$ cat config.mk
export PLATFORM = sky130hd
export DESIGN_NAME = flash_protect
export DESIGN_NICKNAME = d
export VERILOG_FILES = /design/src/logic/flash_prot_pkg.sv /design/src/logic/fault_detect.sv /design/src/logic/irq_status.sv /design/src/logic/flash_protect.sv
export SDC_FILE = /design/constraint.sdc
export NUM_CORES = 1
export LEC_CHECK = 0
export BUFFER_PORTS_ARGS = -buffer_cell sky130_fd_sc_hd__buf_2
export CORE_MARGIN = 5
export CORE_UTILIZATION = 51
export DETAILED_ROUTE_END_ITERATION = 10
export PLACE_DENSITY = 0.8
export SKIP_LAST_GASP = 1
export SLEW_MARGIN = 30
export SYNTH_ARGS = -nofsm -noshare
export SYNTH_HDL_FRONTEND = slang
export SYNTH_SLANG_ARGS = --single-unit
$ cat constraint.sdc
create_clock -name clk_i -period 4 [get_ports clk_i]
set_input_delay 0.4 -clock clk_i [delete_from_list [all_inputs] [get_ports clk_i]]
set_output_delay 0.4 -clock clk_i [all_outputs]
set_load 0.01 [all_outputs]
$ cat src/logic/flash_prot_pkg.sv
package flash_prot_pkg;
   localparam int          ADR_W           = 8;
   localparam int          DAT_W           = 32;
   localparam logic [7:0]  CTL_ONE_OFF     = 8'h00;
   localparam logic [7:0]  CTL_TWO_OFF     = 8'h04;
   localparam logic [7:0]  BLK_ONE_OFF     = 8'h08;
   localparam logic [7:0]  BLK_TWO_OFF     = 8'h0c;
   localparam logic [7:0]  OVL_OFF         = 8'h10;
   localparam logic [7:0]  STATE_OFF       = 8'h14;
   localparam logic [7:0]  IRQ_STAT_OFF    = 8'h18;
   localparam logic [7:0]  IRQ_MASK_OFF    = 8'h1c;
   localparam int          PROG_BIT        = 0;
   localparam int          ERASE_BIT       = 1;
   localparam int          PVER_BIT        = 2;
   localparam int          EVER_BIT        = 3;
   localparam int          SWE_BIT         = 6;
   localparam int          FERR_BIT        = 7;
   localparam int          OVL_SEL_BIT     = 3;
   localparam int          OVL_AREA_W      = 2;
   localparam int          IRQ_W           = 3;
   localparam int          EV_ERROR        = 0;
   localparam int          EV_REFUSED      = 1;
   localparam int          EV_ABORT        = 2;
   localparam logic [7:0]  CTL_RST         = 8'h00;
   localparam logic [7:0]  BLK_RST         = 8'h00;
   localparam logic [7:0]  OVL_RST         = 8'h00;
   localparam logic [2:0]  IRQ_RST         = 3'h0;
   localparam logic [7:0]  CTL_ONE_WMASK   = 8'h4f;
   localparam logic [7:0]  CTL_TWO_WMASK   = 8'h0f;
   localparam logic [7:0]  OVL_WMASK       = 8'h0b;
   typedef enum logic [1:0] {
      M_IDLE,
      M_PROG,
      M_ERASE,
      M_VERIFY
   } mode_t;
endpackage

$ cat src/logic/fault_detect.sv
`timescale 1ns/1ps
module fault_detect
   import flash_prot_pkg::*;
(
   input  wire logic busy_i,
   input  wire logic flash_read_i,
   input  wire logic exception_i,
   input  wire logic sleep_i,
   input  wire logic bus_release_i,
   output logic      fault_o
);
   // Illegal activity during program or erase
   always_comb begin
      fault_o = busy_i & (flash_read_i
                        | exception_i
                        | sleep_i
                        | bus_release_i);
   end
endmodule

$ cat src/logic/irq_status.sv
`timescale 1ns/1ps
module irq_status
   import flash_prot_pkg::*;
(
   input  wire logic             clk_i,
   input  wire logic             rst_i,
   input  wire logic [IRQ_W-1:0] event_i,
   input  wire logic             clr_we_i,
   input  wire logic [IRQ_W-1:0] clr_i,
   input  wire logic             mask_we_i,
   input  wire logic [IRQ_W-1:0] mask_i,
   output logic      [IRQ_W-1:0] status_o,
   output logic      [IRQ_W-1:0] mask_o,
   output logic                  irq_o
);
   typedef struct packed {
      logic [IRQ_W-1:0] stat;
      logic [IRQ_W-1:0] mask;
      logic             irq;
   } irq_state_t;
   irq_state_t s_q;
   irq_state_t s_d;
   // Set wins over a write-one clear
   always_comb begin
      s_d      = s_q;
      if (clr_we_i) begin
         s_d.stat = s_q.stat & ~clr_i;
      end
      s_d.stat = s_d.stat | event_i;
      if (mask_we_i) begin
         s_d.mask = mask_i;
      end
      s_d.irq  = |(s_d.stat & s_d.mask);
   end
   always_ff @(posedge clk_i) begin
      if (rst_i) begin
         s_q <= '{stat: IRQ_RST, mask: IRQ_RST, irq: 1'b0};
      end else begin
         s_q <= s_d;
      end
   end
   assign status_o = s_q.stat;
   assign mask_o   = s_q.mask;
   assign irq_o    = s_q.irq;
endmodule

$ cat src/logic/flash_protect.sv
`timescale 1ns/1ps
// Functional notes
// - Guard pin high resets registers, protects all
// - Reset, watchdog, standby reset registers, protect
// - Software protection ignores program/erase sets
// - Write-enable zero protects every block
// - Erase only selected blocks; none selected
// - Overlay select one protects all blocks
// - Error sets flag, aborts program/erase
// - Error keeps registers, refuses program/erase
// - Error still allows verify mode entry
// - Flash read while busy raises error
// - Non-reset exception while busy raises error
// - Sleep while busy raises error
// - Bus release while busy raises error
// - Only reset, watchdog overflow or hardware standby clears error
module flash_protect
   import flash_prot_pkg::*;
(
   input  wire logic             clk_i,
   input  wire logic             rst_i,
   input  wire logic             wb_cyc_i,
   input  wire logic             wb_stb_i,
   input  wire logic             wb_we_i,
   input  wire logic [ADR_W-1:0] wb_adr_i,
   input  wire logic [3:0]       wb_sel_i,
   input  wire logic [DAT_W-1:0] wb_dat_i,
   output logic      [DAT_W-1:0] wb_dat_o,
   output logic                  wb_ack_o,
   input  wire logic             flash_write_guard_pin_i,
   input  wire logic             watchdog_overflow_i,
   input  wire logic             hw_standby_i,
   input  wire logic             flash_read_i,
   input  wire logic             exception_i,
   input  wire logic             sleep_i,
   input  wire logic             bus_release_i,
   output logic                  program_mode_o,
   output logic                  erase_mode_o,
   output logic                  verify_mode_o,
   output logic      [15:0]      erase_blocks_o,
   output logic                  flash_error_flag_o,
   output logic                  irq_o
);
   import flash_prot_pkg::*;

   typedef struct packed {
      logic [7:0]       ctl_one;
      logic [7:0]       ctl_two;
      logic [7:0]       blk_one;
      logic [7:0]       blk_two;
      logic [7:0]       ovl;
      logic             ferr;
      mode_t            mode;
      logic [15:0]      blocks;
      logic             prog_out;
      logic             erase_out;
      logic             verify_out;
      logic             ack;
      logic [DAT_W-1:0] rdat;
   } prot_state_t;

   prot_state_t      s_q;
   prot_state_t      s_d;
   logic             fault;
   logic             busy;
   logic             init;
   logic             prog_ok;
   logic             erase_ok;
   logic             req;
   logic             wr;
   logic             refused;
   logic             abort;
   logic [IRQ_W-1:0] irq_stat;
   logic [IRQ_W-1:0] irq_mask;
   logic [7:0]       wbyte;

   function automatic logic hit(input logic [ADR_W-1:0] a, input logic [7:0] off);
      return a == off;
   endfunction

   function automatic logic [7:0] merge(input logic [7:0] old, input logic [7:0] nw,
                                        input logic [7:0] wm);
      return (old & ~wm) | (nw & wm);
   endfunction

   assign busy  = (s_q.mode == M_PROG) || (s_q.mode == M_ERASE);
   assign init  = flash_write_guard_pin_i | watchdog_overflow_i | hw_standby_i;
   assign req   = wb_cyc_i & wb_stb_i & ~s_q.ack;
   assign wr    = req & wb_we_i & wb_sel_i[0];
   assign wbyte = wb_dat_i[7:0];

   fault_detect u_fault (
      .busy_i        (busy),
      .flash_read_i  (flash_read_i),
      .exception_i   (exception_i),
      .sleep_i       (sleep_i),
      .bus_release_i (bus_release_i),
      .fault_o       (fault)
   );

   // Combined program and erase qualification
   always_comb begin
      prog_ok  = s_q.ctl_one[SWE_BIT]
               & ~s_q.ovl[OVL_SEL_BIT]
               & ~s_q.ferr
               & ~fault
               & ~flash_write_guard_pin_i;
      erase_ok = prog_ok
               & ((s_q.blk_one | s_q.blk_two) != 8'h00);
   end

   // Register writes and mode state
   always_comb begin
      s_d     = s_q;
      refused = 1'b0;
      abort   = 1'b0;
      s_d.ack = req;
      if (req && !wb_we_i) begin
         unique case (1'b1)
            hit(wb_adr_i, CTL_ONE_OFF):  s_d.rdat = {24'h0, s_q.ctl_one};
            hit(wb_adr_i, CTL_TWO_OFF):  s_d.rdat = {24'h0, s_q.ctl_two[7:0]
                                                     | {s_q.ferr, 7'h00}};
            hit(wb_adr_i, BLK_ONE_OFF):  s_d.rdat = {24'h0, s_q.blk_one};
            hit(wb_adr_i, BLK_TWO_OFF):  s_d.rdat = {24'h0, s_q.blk_two};
            hit(wb_adr_i, OVL_OFF):      s_d.rdat = {24'h0, s_q.ovl};
            hit(wb_adr_i, STATE_OFF):    s_d.rdat = {27'h0, s_q.ferr,
                                                     erase_ok, prog_ok, s_q.mode};
            hit(wb_adr_i, IRQ_STAT_OFF): s_d.rdat = {29'h0, irq_stat};
            hit(wb_adr_i, IRQ_MASK_OFF): s_d.rdat = {29'h0, irq_mask};
            default:                     s_d.rdat = '0;
         endcase
      end
      if (wr && hit(wb_adr_i, CTL_ONE_OFF)) begin
         s_d.ctl_one = merge(s_q.ctl_one, wbyte, CTL_ONE_WMASK);
         if (!prog_ok && wbyte[PROG_BIT] && !s_q.ctl_one[PROG_BIT]) begin
            s_d.ctl_one[PROG_BIT] = 1'b0;
            refused               = 1'b1;
         end
         if (!erase_ok && wbyte[ERASE_BIT] && !s_q.ctl_one[ERASE_BIT]) begin
            s_d.ctl_one[ERASE_BIT] = 1'b0;
            refused                = 1'b1;
         end
      end
      if (wr && hit(wb_adr_i, CTL_TWO_OFF)) begin
         s_d.ctl_two = merge(s_q.ctl_two, wbyte, CTL_TWO_WMASK);
         if (!prog_ok && wbyte[PROG_BIT] && !s_q.ctl_two[PROG_BIT]) begin
            s_d.ctl_two[PROG_BIT] = 1'b0;
            refused               = 1'b1;
         end
         if (!erase_ok && wbyte[ERASE_BIT] && !s_q.ctl_two[ERASE_BIT]) begin
            s_d.ctl_two[ERASE_BIT] = 1'b0;
            refused                = 1'b1;
         end
      end
      if (wr && hit(wb_adr_i, BLK_ONE_OFF)) begin
         s_d.blk_one = wbyte;
      end
      if (wr && hit(wb_adr_i, BLK_TWO_OFF)) begin
         s_d.blk_two = wbyte;
      end
      if (wr && hit(wb_adr_i, OVL_OFF)) begin
         s_d.ovl = merge(s_q.ovl, wbyte, OVL_WMASK);
      end
      // Mode follows the control bits; program and erase entry gated by the qualification, verify not
      unique case (s_q.mode)
         M_IDLE, M_VERIFY: begin
            if (prog_ok && (s_d.ctl_one[PROG_BIT] || s_d.ctl_two[PROG_BIT])) begin
               s_d.mode = M_PROG;
            end else if (erase_ok
                         && (s_d.ctl_one[ERASE_BIT] || s_d.ctl_two[ERASE_BIT])) begin
               s_d.mode = M_ERASE;
            end else if (s_d.ctl_one[PVER_BIT] || s_d.ctl_one[EVER_BIT]
                         || s_d.ctl_two[PVER_BIT] || s_d.ctl_two[EVER_BIT]) begin
               s_d.mode = M_VERIFY;
            end else begin
               s_d.mode = M_IDLE;
            end
         end
         M_PROG: begin
            if (!prog_ok) begin
               s_d.mode = M_IDLE;
               abort    = 1'b1;
            end else if (!s_d.ctl_one[PROG_BIT] && !s_d.ctl_two[PROG_BIT]) begin
               s_d.mode = M_IDLE;
            end
         end
         M_ERASE: begin
            if (!erase_ok) begin
               s_d.mode = M_IDLE;
               abort    = 1'b1;
            end else if (!s_d.ctl_one[ERASE_BIT] && !s_d.ctl_two[ERASE_BIT]) begin
               s_d.mode = M_IDLE;
            end
         end
      endcase
      if (fault) begin
         s_d.ferr = 1'b1;
         s_d.mode = M_IDLE;
      end
      s_d.blocks = (s_d.mode == M_ERASE) ? {s_d.blk_two, s_d.blk_one} : 16'h0000;
      if (init) begin
         s_d.ctl_one = CTL_RST;
         s_d.ctl_two = CTL_RST;
         s_d.blk_one = BLK_RST;
         s_d.blk_two = BLK_RST;
         s_d.mode    = M_IDLE;
         s_d.blocks  = 16'h0000;
      end
      if (watchdog_overflow_i || hw_standby_i) begin
         s_d.ferr = 1'b0;
      end
      s_d.prog_out   = s_d.mode == M_PROG;
      s_d.erase_out  = s_d.mode == M_ERASE;
      s_d.verify_out = s_d.mode == M_VERIFY;
   end

   always_ff @(posedge clk_i) begin
      if (rst_i) begin
         s_q <= '{ctl_one: CTL_RST, ctl_two: CTL_RST, blk_one: BLK_RST,
                  blk_two: BLK_RST, ovl: OVL_RST, ferr: 1'b0, mode: M_IDLE,
                  blocks: 16'h0000, prog_out: 1'b0, erase_out: 1'b0,
                  verify_out: 1'b0, ack: 1'b0, rdat: '0};
      end else begin
         s_q <= s_d;
      end
   end

   irq_status u_irq (
      .clk_i     (clk_i),
      .rst_i     (rst_i),
      .event_i   ({abort | fault, refused, fault & ~s_q.ferr}),
      .clr_we_i  (wr && hit(wb_adr_i, IRQ_STAT_OFF)),
      .clr_i     (wbyte[IRQ_W-1:0]),
      .mask_we_i (wr && hit(wb_adr_i, IRQ_MASK_OFF)),
      .mask_i    (wbyte[IRQ_W-1:0]),
      .status_o  (irq_stat),
      .mask_o    (irq_mask),
      .irq_o     (irq_o)
   );

   assign wb_dat_o           = s_q.rdat;
   assign wb_ack_o           = s_q.ack;
   assign program_mode_o     = s_q.prog_out;
   assign erase_mode_o       = s_q.erase_out;
   assign verify_mode_o      = s_q.verify_out;
   assign erase_blocks_o     = s_q.blocks;
   assign flash_error_flag_o = s_q.ferr;
endmodule

==> flow_summary.toml, run 1 <==
[synthesis]
synth-edff-count = 0
synth_mux_area_share_pct = 6.705
ys_seq_area_share_pct = 38.27
synth-compound-area-share_pct = 21.13
yosysUniqueCellTypes = 59
synth-simple-area-share_pct = 18.56
yosys_register_bits = 66
synth_top_family_by_area = "compound AO/OA/AOI/OAI gates"
synth_xor_area_share_pct = 0
syn_inst = 384
synthArstFlopShare_pct = 0
synthAdderAreaFrac_pct = 0.7249
synth_ff_type = "dfxtp_1"
yosys_warnings = 0
avgSynthCellArea_um2 = 8.990
syn_area_mm2 = 0.003452

[final_layout]
fill_cells = 627
layoutNonFillerInstCount = 493
fin_area_mm2 = 0.003731
area_growth_pct = 8.083
final_nets = 466
layout_common_cells = "66 x dfxtp_1, 58 x buf_2, 45 x nor2_1"
drive_gt1_share_pct = 24.94
diodes = 0
final_common_cell = "dfxtp_1"

[route]
dr.pass1.iters = 5
routedWlPerCell_um = 17.61
via_count = 2937
drt_iter0_drc = 303
drc_errors = 0
via_per_inst = 5.957
routed_wirelength_um = 8682
postRouteAntennaNets = 0

[critical_path]
cp_cell_sequence = "buf_2, or4_1, or4_1, a221oi_4, a2bb2oi_2, o211ai_2, a2111oi_0"
rr_worst_depth = 6
r2r_end = "erase_blocks_o[2]$_SDFF_PP0_"
cp_common_cell = "or4_1"
cpMaxStageDelayCell = "or4_1"
cp-startpoint = "wb_adr_i[2]"
reg2reg_from = "wb_ack_o$_SDFF_PP0_"
cp-start-kind = "input port"
critical_path.top_delay_family = "compound AO/OA/AOI/OAI gates"
cp-endpoint = "erase_blocks_o[2]$_SDFF_PP0_"
r2r_slack_ps = 710
cp_num_buf_inv = 1
worstPathRequired_ps = 4190
critPathKind = "input port to flop"
cp.arrival_ps = 3530
cp-end-kind = "flop"
cp_num_cells = 7
cp_max_fo = 21
slowest_delay_ps = 660

[global_routing]
grt_usage_pct = 20.65
grt_pass1_wl_um = 13760
antenna_found_initial = 0
grt_pass1_vias = 2689
grt_max_degree = 41
overflow = 0

[run]
cap_violations = 0

[sta]
post-route-min-period_ps = 3345
hold_viol_final = 0
holdWs_ps = 248.0
drv_slew = 0
fin_skew_ps = 6.878
clock.fmax_mhz = 299.0
fin_crit_sh_pct = 83.61
relSlewSlack_pct = 30.44
worst_slew_pin_slew_ps = 1034
rsz0062_at_grt = "false"
tns_ps = 0
finalSetupViolCount = 0

[cts]
cts_sinks = 66
postCtsHoldBufs = 0
clk_path_buf_depth = 2
cts_max_level = 3
cts_tree = "yes"
post_cts_buffers = 0
cts_resized = 0
cts_root_buffer = "clkbuf_8"
clk_pin_slew_ps = 70
cts_buffers = 9
insertion_delay_ps = 340

[placement]
place.gp.congestion = 0.9479
dpl.hpwl_um = 6297
placed_cells = 477
placed_area_mm2 = 0.003500
io_buffers = 58

[floorplanning]
fp.dieW_um = 92.27
die_h_um = 92.27
start_util_pct = 51.67
dieArea_mm2 = 0.008514
placementRows = 30
pin_count = 110
coreArea_mm2 = 0.006681

[min_path]
min_path_type = "input port to flop"

[outcome]
status = "complete, no violations"

[power]
leakage_nw = 1.329
power_w = 0.001369
ir_drop_mv = 0.1512
power_density_mw_per_mm2 = 367.0
==> power breakdown <==
group | switching [W] | total, W | internal [W]
sequential | 0.000000155 | 0.000657 | 0.000657
combinational | 0.0000492 | 0.0000680 | 0.0000187
clock | 0.000259 | 0.000644 | 0.000386
==> logic make-up after synthesis <==
kind of cell / count (synthesis)
other cells: 1
buf+inv: 79
simple gates: 126
compound gates: 87
mux: 23
flops: 66
fa+ha+maj: 2
==> cell type report <==
type                       instances  area, µm²  share of cell area, %
multi-input combinational        262       1730                  46.38
sequential                        66       1321                  35.41
timing repair buffer              63      327.8                  8.786
clock buffer                      12      155.1                  4.158
tap                               80      100.1                  2.683
clock inverter                     4      73.82                  1.979
inverter                           6      22.52                 0.6036
==> worst min-delay path by stage <==
stage                                            to  slack (ps)                      from  depth (start not counted)
floorplan                  wb_dat_o[0]$_SDFFE_PP0P_         440  wb_dat_o[0]$_SDFFE_PP0P_                          2
global placement           wb_dat_o[1]$_SDFFE_PP0P_         440  wb_dat_o[1]$_SDFFE_PP0P_                          2
detailed placement         wb_dat_o[1]$_SDFFE_PP0P_         450  wb_dat_o[1]$_SDFFE_PP0P_                          2
CTS                 flash_error_flag_o$_SDFFE_PP0P_         240       watchdog_overflow_i                          2
global route        flash_error_flag_o$_SDFFE_PP0P_         240       watchdog_overflow_i                          2
finish              flash_error_flag_o$_SDFFE_PP0P_         250       watchdog_overflow_i                          2
==> flip-flops by register name (all words and copies together) (netlist names) <==
name                flops
s_q                    30
erase_blocks_o         16
wb_ack_o                1
u_irq.status_o          3
flash_error_flag_o      1
u_irq.mask_o            3
erase_mode_o            1
verify_mode_o           1
program_mode_o          1
wb_dat_o                8
u_irq.irq_o             1
==> worst reg2reg max path: cells and delay by family, from the launching register on <==
kind	cells	cell delay, ps
AOI/OAI and AO/OA	4	1660
DFF	1	310
and+or+nand+nor	2	1170
==> through the flow <==
step	util, %	setup slack [ps]
after floorplan	-	1016
after global placement	52.28	539.4
after detailed placement	52.38	347.3
after CTS	55.81	697.2
after global routing	55.84	502.8
final	55.84	655.5
==> cell usage after synthesis (6+ instances only) <==
cell type / count / area [µm²]
mux2i_1: 22 / 220.2
a22oi_1: 10 / 75.07
nand3_1: 12 / 60.06
buf_4: 49 / 367.9
clkbuf_1: 15 / 56.30
a21oi_1: 24 / 120.1
o21ai_0: 7 / 35.03
dfxtp_1: 66 / 1321
a2111oi_0: 8 / 70.07
nor2_1: 45 / 168.9
a211oi_1: 6 / 45.04
nor3_1: 6 / 30.03
inv_1: 6 / 22.52
nor4_1: 9 / 56.30
nand2_1: 24 / 90.09
a2111oi_2: 7 / 105.1
==> per-layer routing <==
layer  share of wire (%)  vias to the layer above  track usage (%)
met1                  44                     1390            28.42
met5                   0                        -                0
met4                 2.1                        0            7.673
met2                  46                      142            30.72
met3                 7.8                       14            5.742
li1                    -                     1391                -
(Power assumes the default switching activity.)
==> run 2, diff against run 1 <==
==> constraint.sdc (replaced) <==
create_clock -name clk_i -period 3.4 [get_ports clk_i]
set_input_delay 0.34 -clock clk_i [delete_from_list [all_inputs] [get_ports clk_i]]
set_output_delay 0.34 -clock clk_i [all_outputs]
set_load 0.01 [all_outputs]
==> run 2 against run 1 <==
Sequential power is 18% higher; first-iteration DRC count is 32% higher; worst hold slack worse by 74 ps; global-route usage is 0.43 points higher; non-clock buffer count is 8 higher; critical endpoint is now erase_blocks_o[4]$_SDFF_PP0_; clock power is 11% higher; sequential cell count stayed put; wire length is 3.2% higher; via count is 3.2% higher; largest power group unchanged; clock skew is 0.90 ps lower; critical path type is now flop to flop; core utilization is 0.49 points higher.
==> flow_summary.toml, run 2 (synthesis gave the netlist of run 1 again) <==
[outcome]
status = "complete, no violations"

[cts]
cts_root_buffer = "clkbuf_8"
post_cts_buffers = 0
insertion_delay_ps = 350
cts_sinks = 66
clk_pin_slew_ps = 70
clk_path_buf_depth = 2
cts_resized = 0
cts_max_level = 3
cts_tree = "yes"
postCtsHoldBufs = 0
cts_buffers = 9

[power]
power_density_mw_per_mm2 = 417.4
leakage_nw = 1.357
p_int_w = 0.001209
switching_share_pct = 23.03
switching_power_w = 0.0003617
p_seq_share_pct = 49.2
clkPwrFrac_pct = 45.4
power_w = 0.001571
ir_drop_mv = 0.2179
pwr-share-comb_pct = 5.3

[route]
postRouteAntennaNets = 0
via_per_inst = 6.052
dr.pass1.iters = 5
routed_wirelength_um = 8956
routedWlPerCell_um = 17.88
via_count = 3032
drc_errors = 0
drt_iter0_drc = 399

[final_layout]
post-route-util_pct = 56.33
layoutNonFillerInstCount = 501
final_common_cell = "dfxtp_1"
area_growth_pct = 9.025
layout_common_cells = "66 x dfxtp_1, 58 x buf_2, 45 x nor2_1"
diodes = 0
drive_gt1_share_pct = 25.65
top_register = "s_q"
fin_area_mm2 = 0.003764
largest_register_ffs = 30
final_nets = 474

[sta]
fin_skew_ps = 5.974
post-route-min-period_ps = 3267
finalSetupViolCount = 0
fin_crit_sh_pct = 96.09
drv_slew = 0
relSlewSlack_pct = 42.71
rsz0062_at_grt = "false"
clock.fmax_mhz = 306.1
hold_viol_final = 0
worst_slew_pin_slew_ps = 851.4

[min_path]
worstHoldPathCells = 2
hold_end = "flash_error_flag_o$_SDFFE_PP0P_"
min_from = "watchdog_overflow_i"
min_path_type = "input port to flop"

[floorplanning]
die_h_um = 92.27
fp.dieW_um = 92.27
pin_count = 110
coreArea_mm2 = 0.006681
dieArea_mm2 = 0.008514
placementRows = 30
start_util_pct = 51.67

[placement]
placed_cells = 485
placed_area_mm2 = 0.003553
io_buffers = 58
dpl.hpwl_um = 6536
place.gp.congestion = 0.9691

[critical_path]
r2r_end = "erase_blocks_o[4]$_SDFF_PP0_"
r2r_slack_ps = 130
critPathKind = "flop to flop"
cp.arrival_ps = 3460
worstPathRequired_ps = 3590
reg2reg_from = "s_q[52]$_SDFF_PP0_"
slowest_delay_ps = 660
cp-end-kind = "flop"
rr_worst_depth = 7
cpMaxStageDelayCell = "or4_4"
cp_cell_sequence = "inv_1, ha_1, o2111a_1, nand3_1, a2bb2oi_2, or4_4, a2111oi_0"
cp_max_fo = 20
cp-start-kind = "flop"

[run]
cap_violations = 0

[global_routing]
grt_pass1_wl_um = 13990
overflow = 0
antenna_found_initial = 0
grt_usage_pct = 21.08
grt_max_degree = 41
grt_pass1_vias = 2756
## run 2: how the worst max path moves through the flow
stage / cells after the start / start / endpoint
2_1_floorplan: 9 / wb_adr_i[5] / erase_blocks_o[11]$_SDFF_PP0_
3_3_place_gp: 8 / wb_adr_i[5] / erase_blocks_o[14]$_SDFF_PP0_
3_5_place_dp: 7 / wb_adr_i[5] / erase_blocks_o[4]$_SDFF_PP0_
4_1_cts: 7 / s_q[52]$_SDFF_PP0_ / erase_blocks_o[4]$_SDFF_PP0_
5_1_grt: 7 / s_q[52]$_SDFF_PP0_ / erase_blocks_o[4]$_SDFF_PP0_
6_report: 7 / s_q[52]$_SDFF_PP0_ / erase_blocks_o[4]$_SDFF_PP0_
## run 2: area by class of cell
cell class | instances | area (µm²)
Inverter | 6 | 22.52
Timing Repair Buffer | 71 | 387.9
Tap cell | 80 | 100.1
Sequential cell | 66 | 1321
Multi-Input combinational cell | 262 | 1722
Fill cell | 602 | 2918
Clock buffer | 11 | 131.4
Clock inverter | 5 | 78.83
## run 2: critical path, delay by kind of cell, from the launching register on
family	cells	cell delay, ps
AO/OA/AOI/OAI	3	1330
adder cells (fa/ha/maj)	1	450
buffers and inverters	1	70
flip-flops	1	430
AND/OR/NAND/NOR	2	820
## run 2: layer usage
layer / up-vias / routed length [µm] / share of wire (%) / GRT usage [%]
li1: 1403 / - / - / -
met1: 1427 / 3954 / 44 / 27.65
met2: 175 / 3973 / 44 / 32.30
met3: 27 / 767 / 8.6 / 4.430
met4: 0 / 260 / 2.9 / 11.26
met5: - / 0 / 0 / 0
## run 2: power by group through the flow
| stage | Combinational (W) | Sequential [W] | Clock [W] |
|---|---|---|---|
| floorplan | 0.0000650 | 0.000791 | 0 |
| global placement | 0.0000796 | 0.000791 | 0 |
| detailed placement | 0.0000810 | 0.000791 | 0 |
| CTS | 0.0000815 | 0.000773 | 0.000720 |
| global route | 0.0000907 | 0.000773 | 0.000756 |
| finish | 0.0000839 | 0.000773 | 0.000714 |
## run 2: per-stage QoR
step | setup WS (ps) | setup TNS, ps | hold slack, ps
floorplan | 476.3 | 0 | 416.7
global placement | 100.2 | 0 | 440.8
detailed placement | -8.297 | -8.297 | 446.2
CTS | 183.9 | 0 | 170.4
global route | 26.54 | 0 | 176.0
finish | 133.0 | 0 | 174.3
==> run 3, diff against run 2 <==
--- a/config.mk
+++ b/config.mk
@@ -7,9 +7,9 @@
 export LEC_CHECK = 0
 export BUFFER_PORTS_ARGS = -buffer_cell sky130_fd_sc_hd__buf_2
 export CORE_MARGIN = 5
-export CORE_UTILIZATION = 51
+export CORE_UTILIZATION = 46
 export DETAILED_ROUTE_END_ITERATION = 10
-export PLACE_DENSITY = 0.8
+export PLACE_DENSITY = 0.76
 export SKIP_LAST_GASP = 1
 export SLEW_MARGIN = 30
 export SYNTH_ARGS = -nofsm -noshare
==> constraint.sdc (replaced) <==
create_clock -name clk_i -period 2.9 [get_ports clk_i]
set_input_delay 0.29 -clock clk_i [delete_from_list [all_inputs] [get_ports clk_i]]
set_output_delay 0.29 -clock clk_i [all_outputs]
set_load 0.01 [all_outputs]
==> run 3 against run 2 <==
Clock power rose by 10%; sequential power rose by 17%; setup slack got worse by 1.2 ps; global-route usage fell by 2.6 points; first-iteration DRC count fell by 32%; wire length rose by 0.39%; worst hold slack got worse by 41 ps; final cell count rose by 7.8%; clock skew rose by 10 ps; largest cell class unchanged.
==> flow_summary.toml, run 3 (synthesis gave the netlist of run 1 again) <==
[final_layout]
fin_area_mm2 = 0.003995
layoutNonFillerInstCount = 540
final_common_cell = "dfxtp_1"
final_nets = 494
area_growth_pct = 15.73
top_register = "s_q"
drive_gt1_share_pct = 30.16
fill_cells = 678
largest_register_ffs = 30
layout_common_cells = "66 x dfxtp_1, 58 x buf_2, 45 x nor2_1, 30 x buf_4"
diodes = 0

[placement]
place.gp.congestion = 0.9057
placed_cells = 524
dpl.hpwl_um = 6642
io_buffers = 58
placed_area_mm2 = 0.003765

[floorplanning]
pin_count = 110
start_util_pct = 47.34
die_h_um = 96.63
placementRows = 31
dieArea_mm2 = 0.009337
coreArea_mm2 = 0.007292
fp.dieW_um = 96.63

[run]
cap_violations = 0

[power]
switching_power_w = 0.0004371
ir_drop_mv = 0.2118
p_int_w = 0.001362
leakage_nw = 1.461
clkPwrFrac_pct = 43.7
power_density_mw_per_mm2 = 450.2
switching_share_pct = 24.30
power_w = 0.001799
p_seq_share_pct = 50.4
pwr-share-comb_pct = 5.9

[global_routing]
grt_usage_pct = 18.51
grt_pass1_wl_um = 14280
antenna_found_initial = 0
overflow = 0
grt_pass1_vias = 2877
grt_max_degree = 41

[cts]
cts_max_level = 3
cts_buffers = 9
cts_sinks = 66
clk_path_buf_depth = 2
clk_pin_slew_ps = 80
postCtsHoldBufs = 0
post_cts_buffers = 0
cts_tree = "yes"
cts_root_buffer = "clkbuf_8"
insertion_delay_ps = 350

[route]
dr.pass1.iters = 5
via_count = 3029
routedWlPerCell_um = 16.65
postRouteAntennaNets = 0
drc_errors = 0
routed_wirelength_um = 8991
via_per_inst = 5.609
drt_iter0_drc = 270

[sta]
fin_crit_sh_pct = 95.45
fin_skew_ps = 16.47
hold_viol_final = 0
worst_slew_pin_slew_ps = 853.4
drv_slew = 0
relSlewSlack_pct = 43.11
clock.fmax_mhz = 361.3
tns_ps = 0
rsz0062_at_grt = "false"
finalSetupViolCount = 0
post-route-min-period_ps = 2768

[critical_path]
worstPathRequired_ps = 3140
cp-end-kind = "flop"
cp-start-kind = "input port"
cp_cell_sequence = "buf_2, or4_4, or4_4, o211ai_2, a2bb2oi_2, or4_4, buf_12, a2111oi_2"
slowest_delay_ps = 580
cp_num_buf_inv = 2
cp_max_fo = 14
cp.arrival_ps = 3010
critPathKind = "input port to flop"
cp_common_cell = "or4_4"
cpMaxStageDelayCell = "or4_4"
critical_path.top_delay_family = "simple AND/OR/NAND/NOR gates"

[min_path]
min_path_type = "input port to flop"

[outcome]
status = "complete, no violations"
==> run 3: power groups by stage <==
stage           logic, W  registers [W]  clock network [W]
2_1_floorplan  0.0000763       0.000928                  0
3_3_place_gp    0.000101       0.000928                  0
3_5_place_dp    0.000103       0.000928                  0
4_1_cts         0.000103       0.000906           0.000795
5_1_grt         0.000115       0.000906           0.000831
6_report        0.000106       0.000906           0.000786
==> run 3: path summary, 6_finish.rpt <==
| path | startpoint | to | slack [ps] | cells after the start |
|---|---|---|---|---|
| max | wb_adr_i[5] | erase_blocks_o[15]$_SDFF_PP0_ | 130 | 8 |
| min | hw_standby_i | flash_error_flag_o$_SDFFE_PP0P_ | 130 | 2 |
| max reg2reg | wb_ack_o$_SDFF_PP0_ | erase_blocks_o[15]$_SDFF_PP0_ | 210 | 7 |
| min reg2reg | wb_dat_o[0]$_SDFFE_PP0P_ | wb_dat_o[0]$_SDFFE_PP0P_ | 460 | 2 |
==> run 3: worst register-to-register path: stages (launching register included) <==
cell       delay [ps]
dfxtp_1           300
nand3b_1          220
or4_4             590
o211ai_2          270
a2bb2oi_2         150
or4_4             560
buf_12            200
a2111oi_2         290
==> run 3: final cells by class <==
| cell class | instances | area, µm² | share of cell area (%) |
|---|---|---|---|
| multi-input combinational | 262 | 1750 | 43.81 |
| sequential | 66 | 1321 | 33.07 |
| timing repair buffer | 91 | 575.6 | 14.41 |
| clock buffer | 10 | 137.6 | 3.445 |
| tap | 99 | 123.9 | 3.101 |
| clock inverter | 6 | 63.81 | 1.597 |
| inverter | 6 | 22.52 | 0.5637 |
==> run 3: repair_timing <==
action / in CTS / in global routing
resized for setup: 1 / 5
pin swaps: 1 / 0
setup endpoints to repair: 5 / 15
endpoints found under the hold margin: 0 / 0
==> run 3: metrics by stage <==
step	hold slack [ps]	setup slack (ps)	utilization, %
floorplan	366.7	26.25	-
finish	133.1	131.8	54.79
global route	152.9	30.23	54.79
CTS	122.1	24.56	54.51
detailed placement	449.3	-340.5	51.63
global placement	442.3	-367.7	51.63
==> run 3: layer usage <==
layer  wire length (µm)  track usage, %
met3                696           4.245
met1               3996           23.12
met4                207           8.747
met5                  0               0
met2               4091           30.10
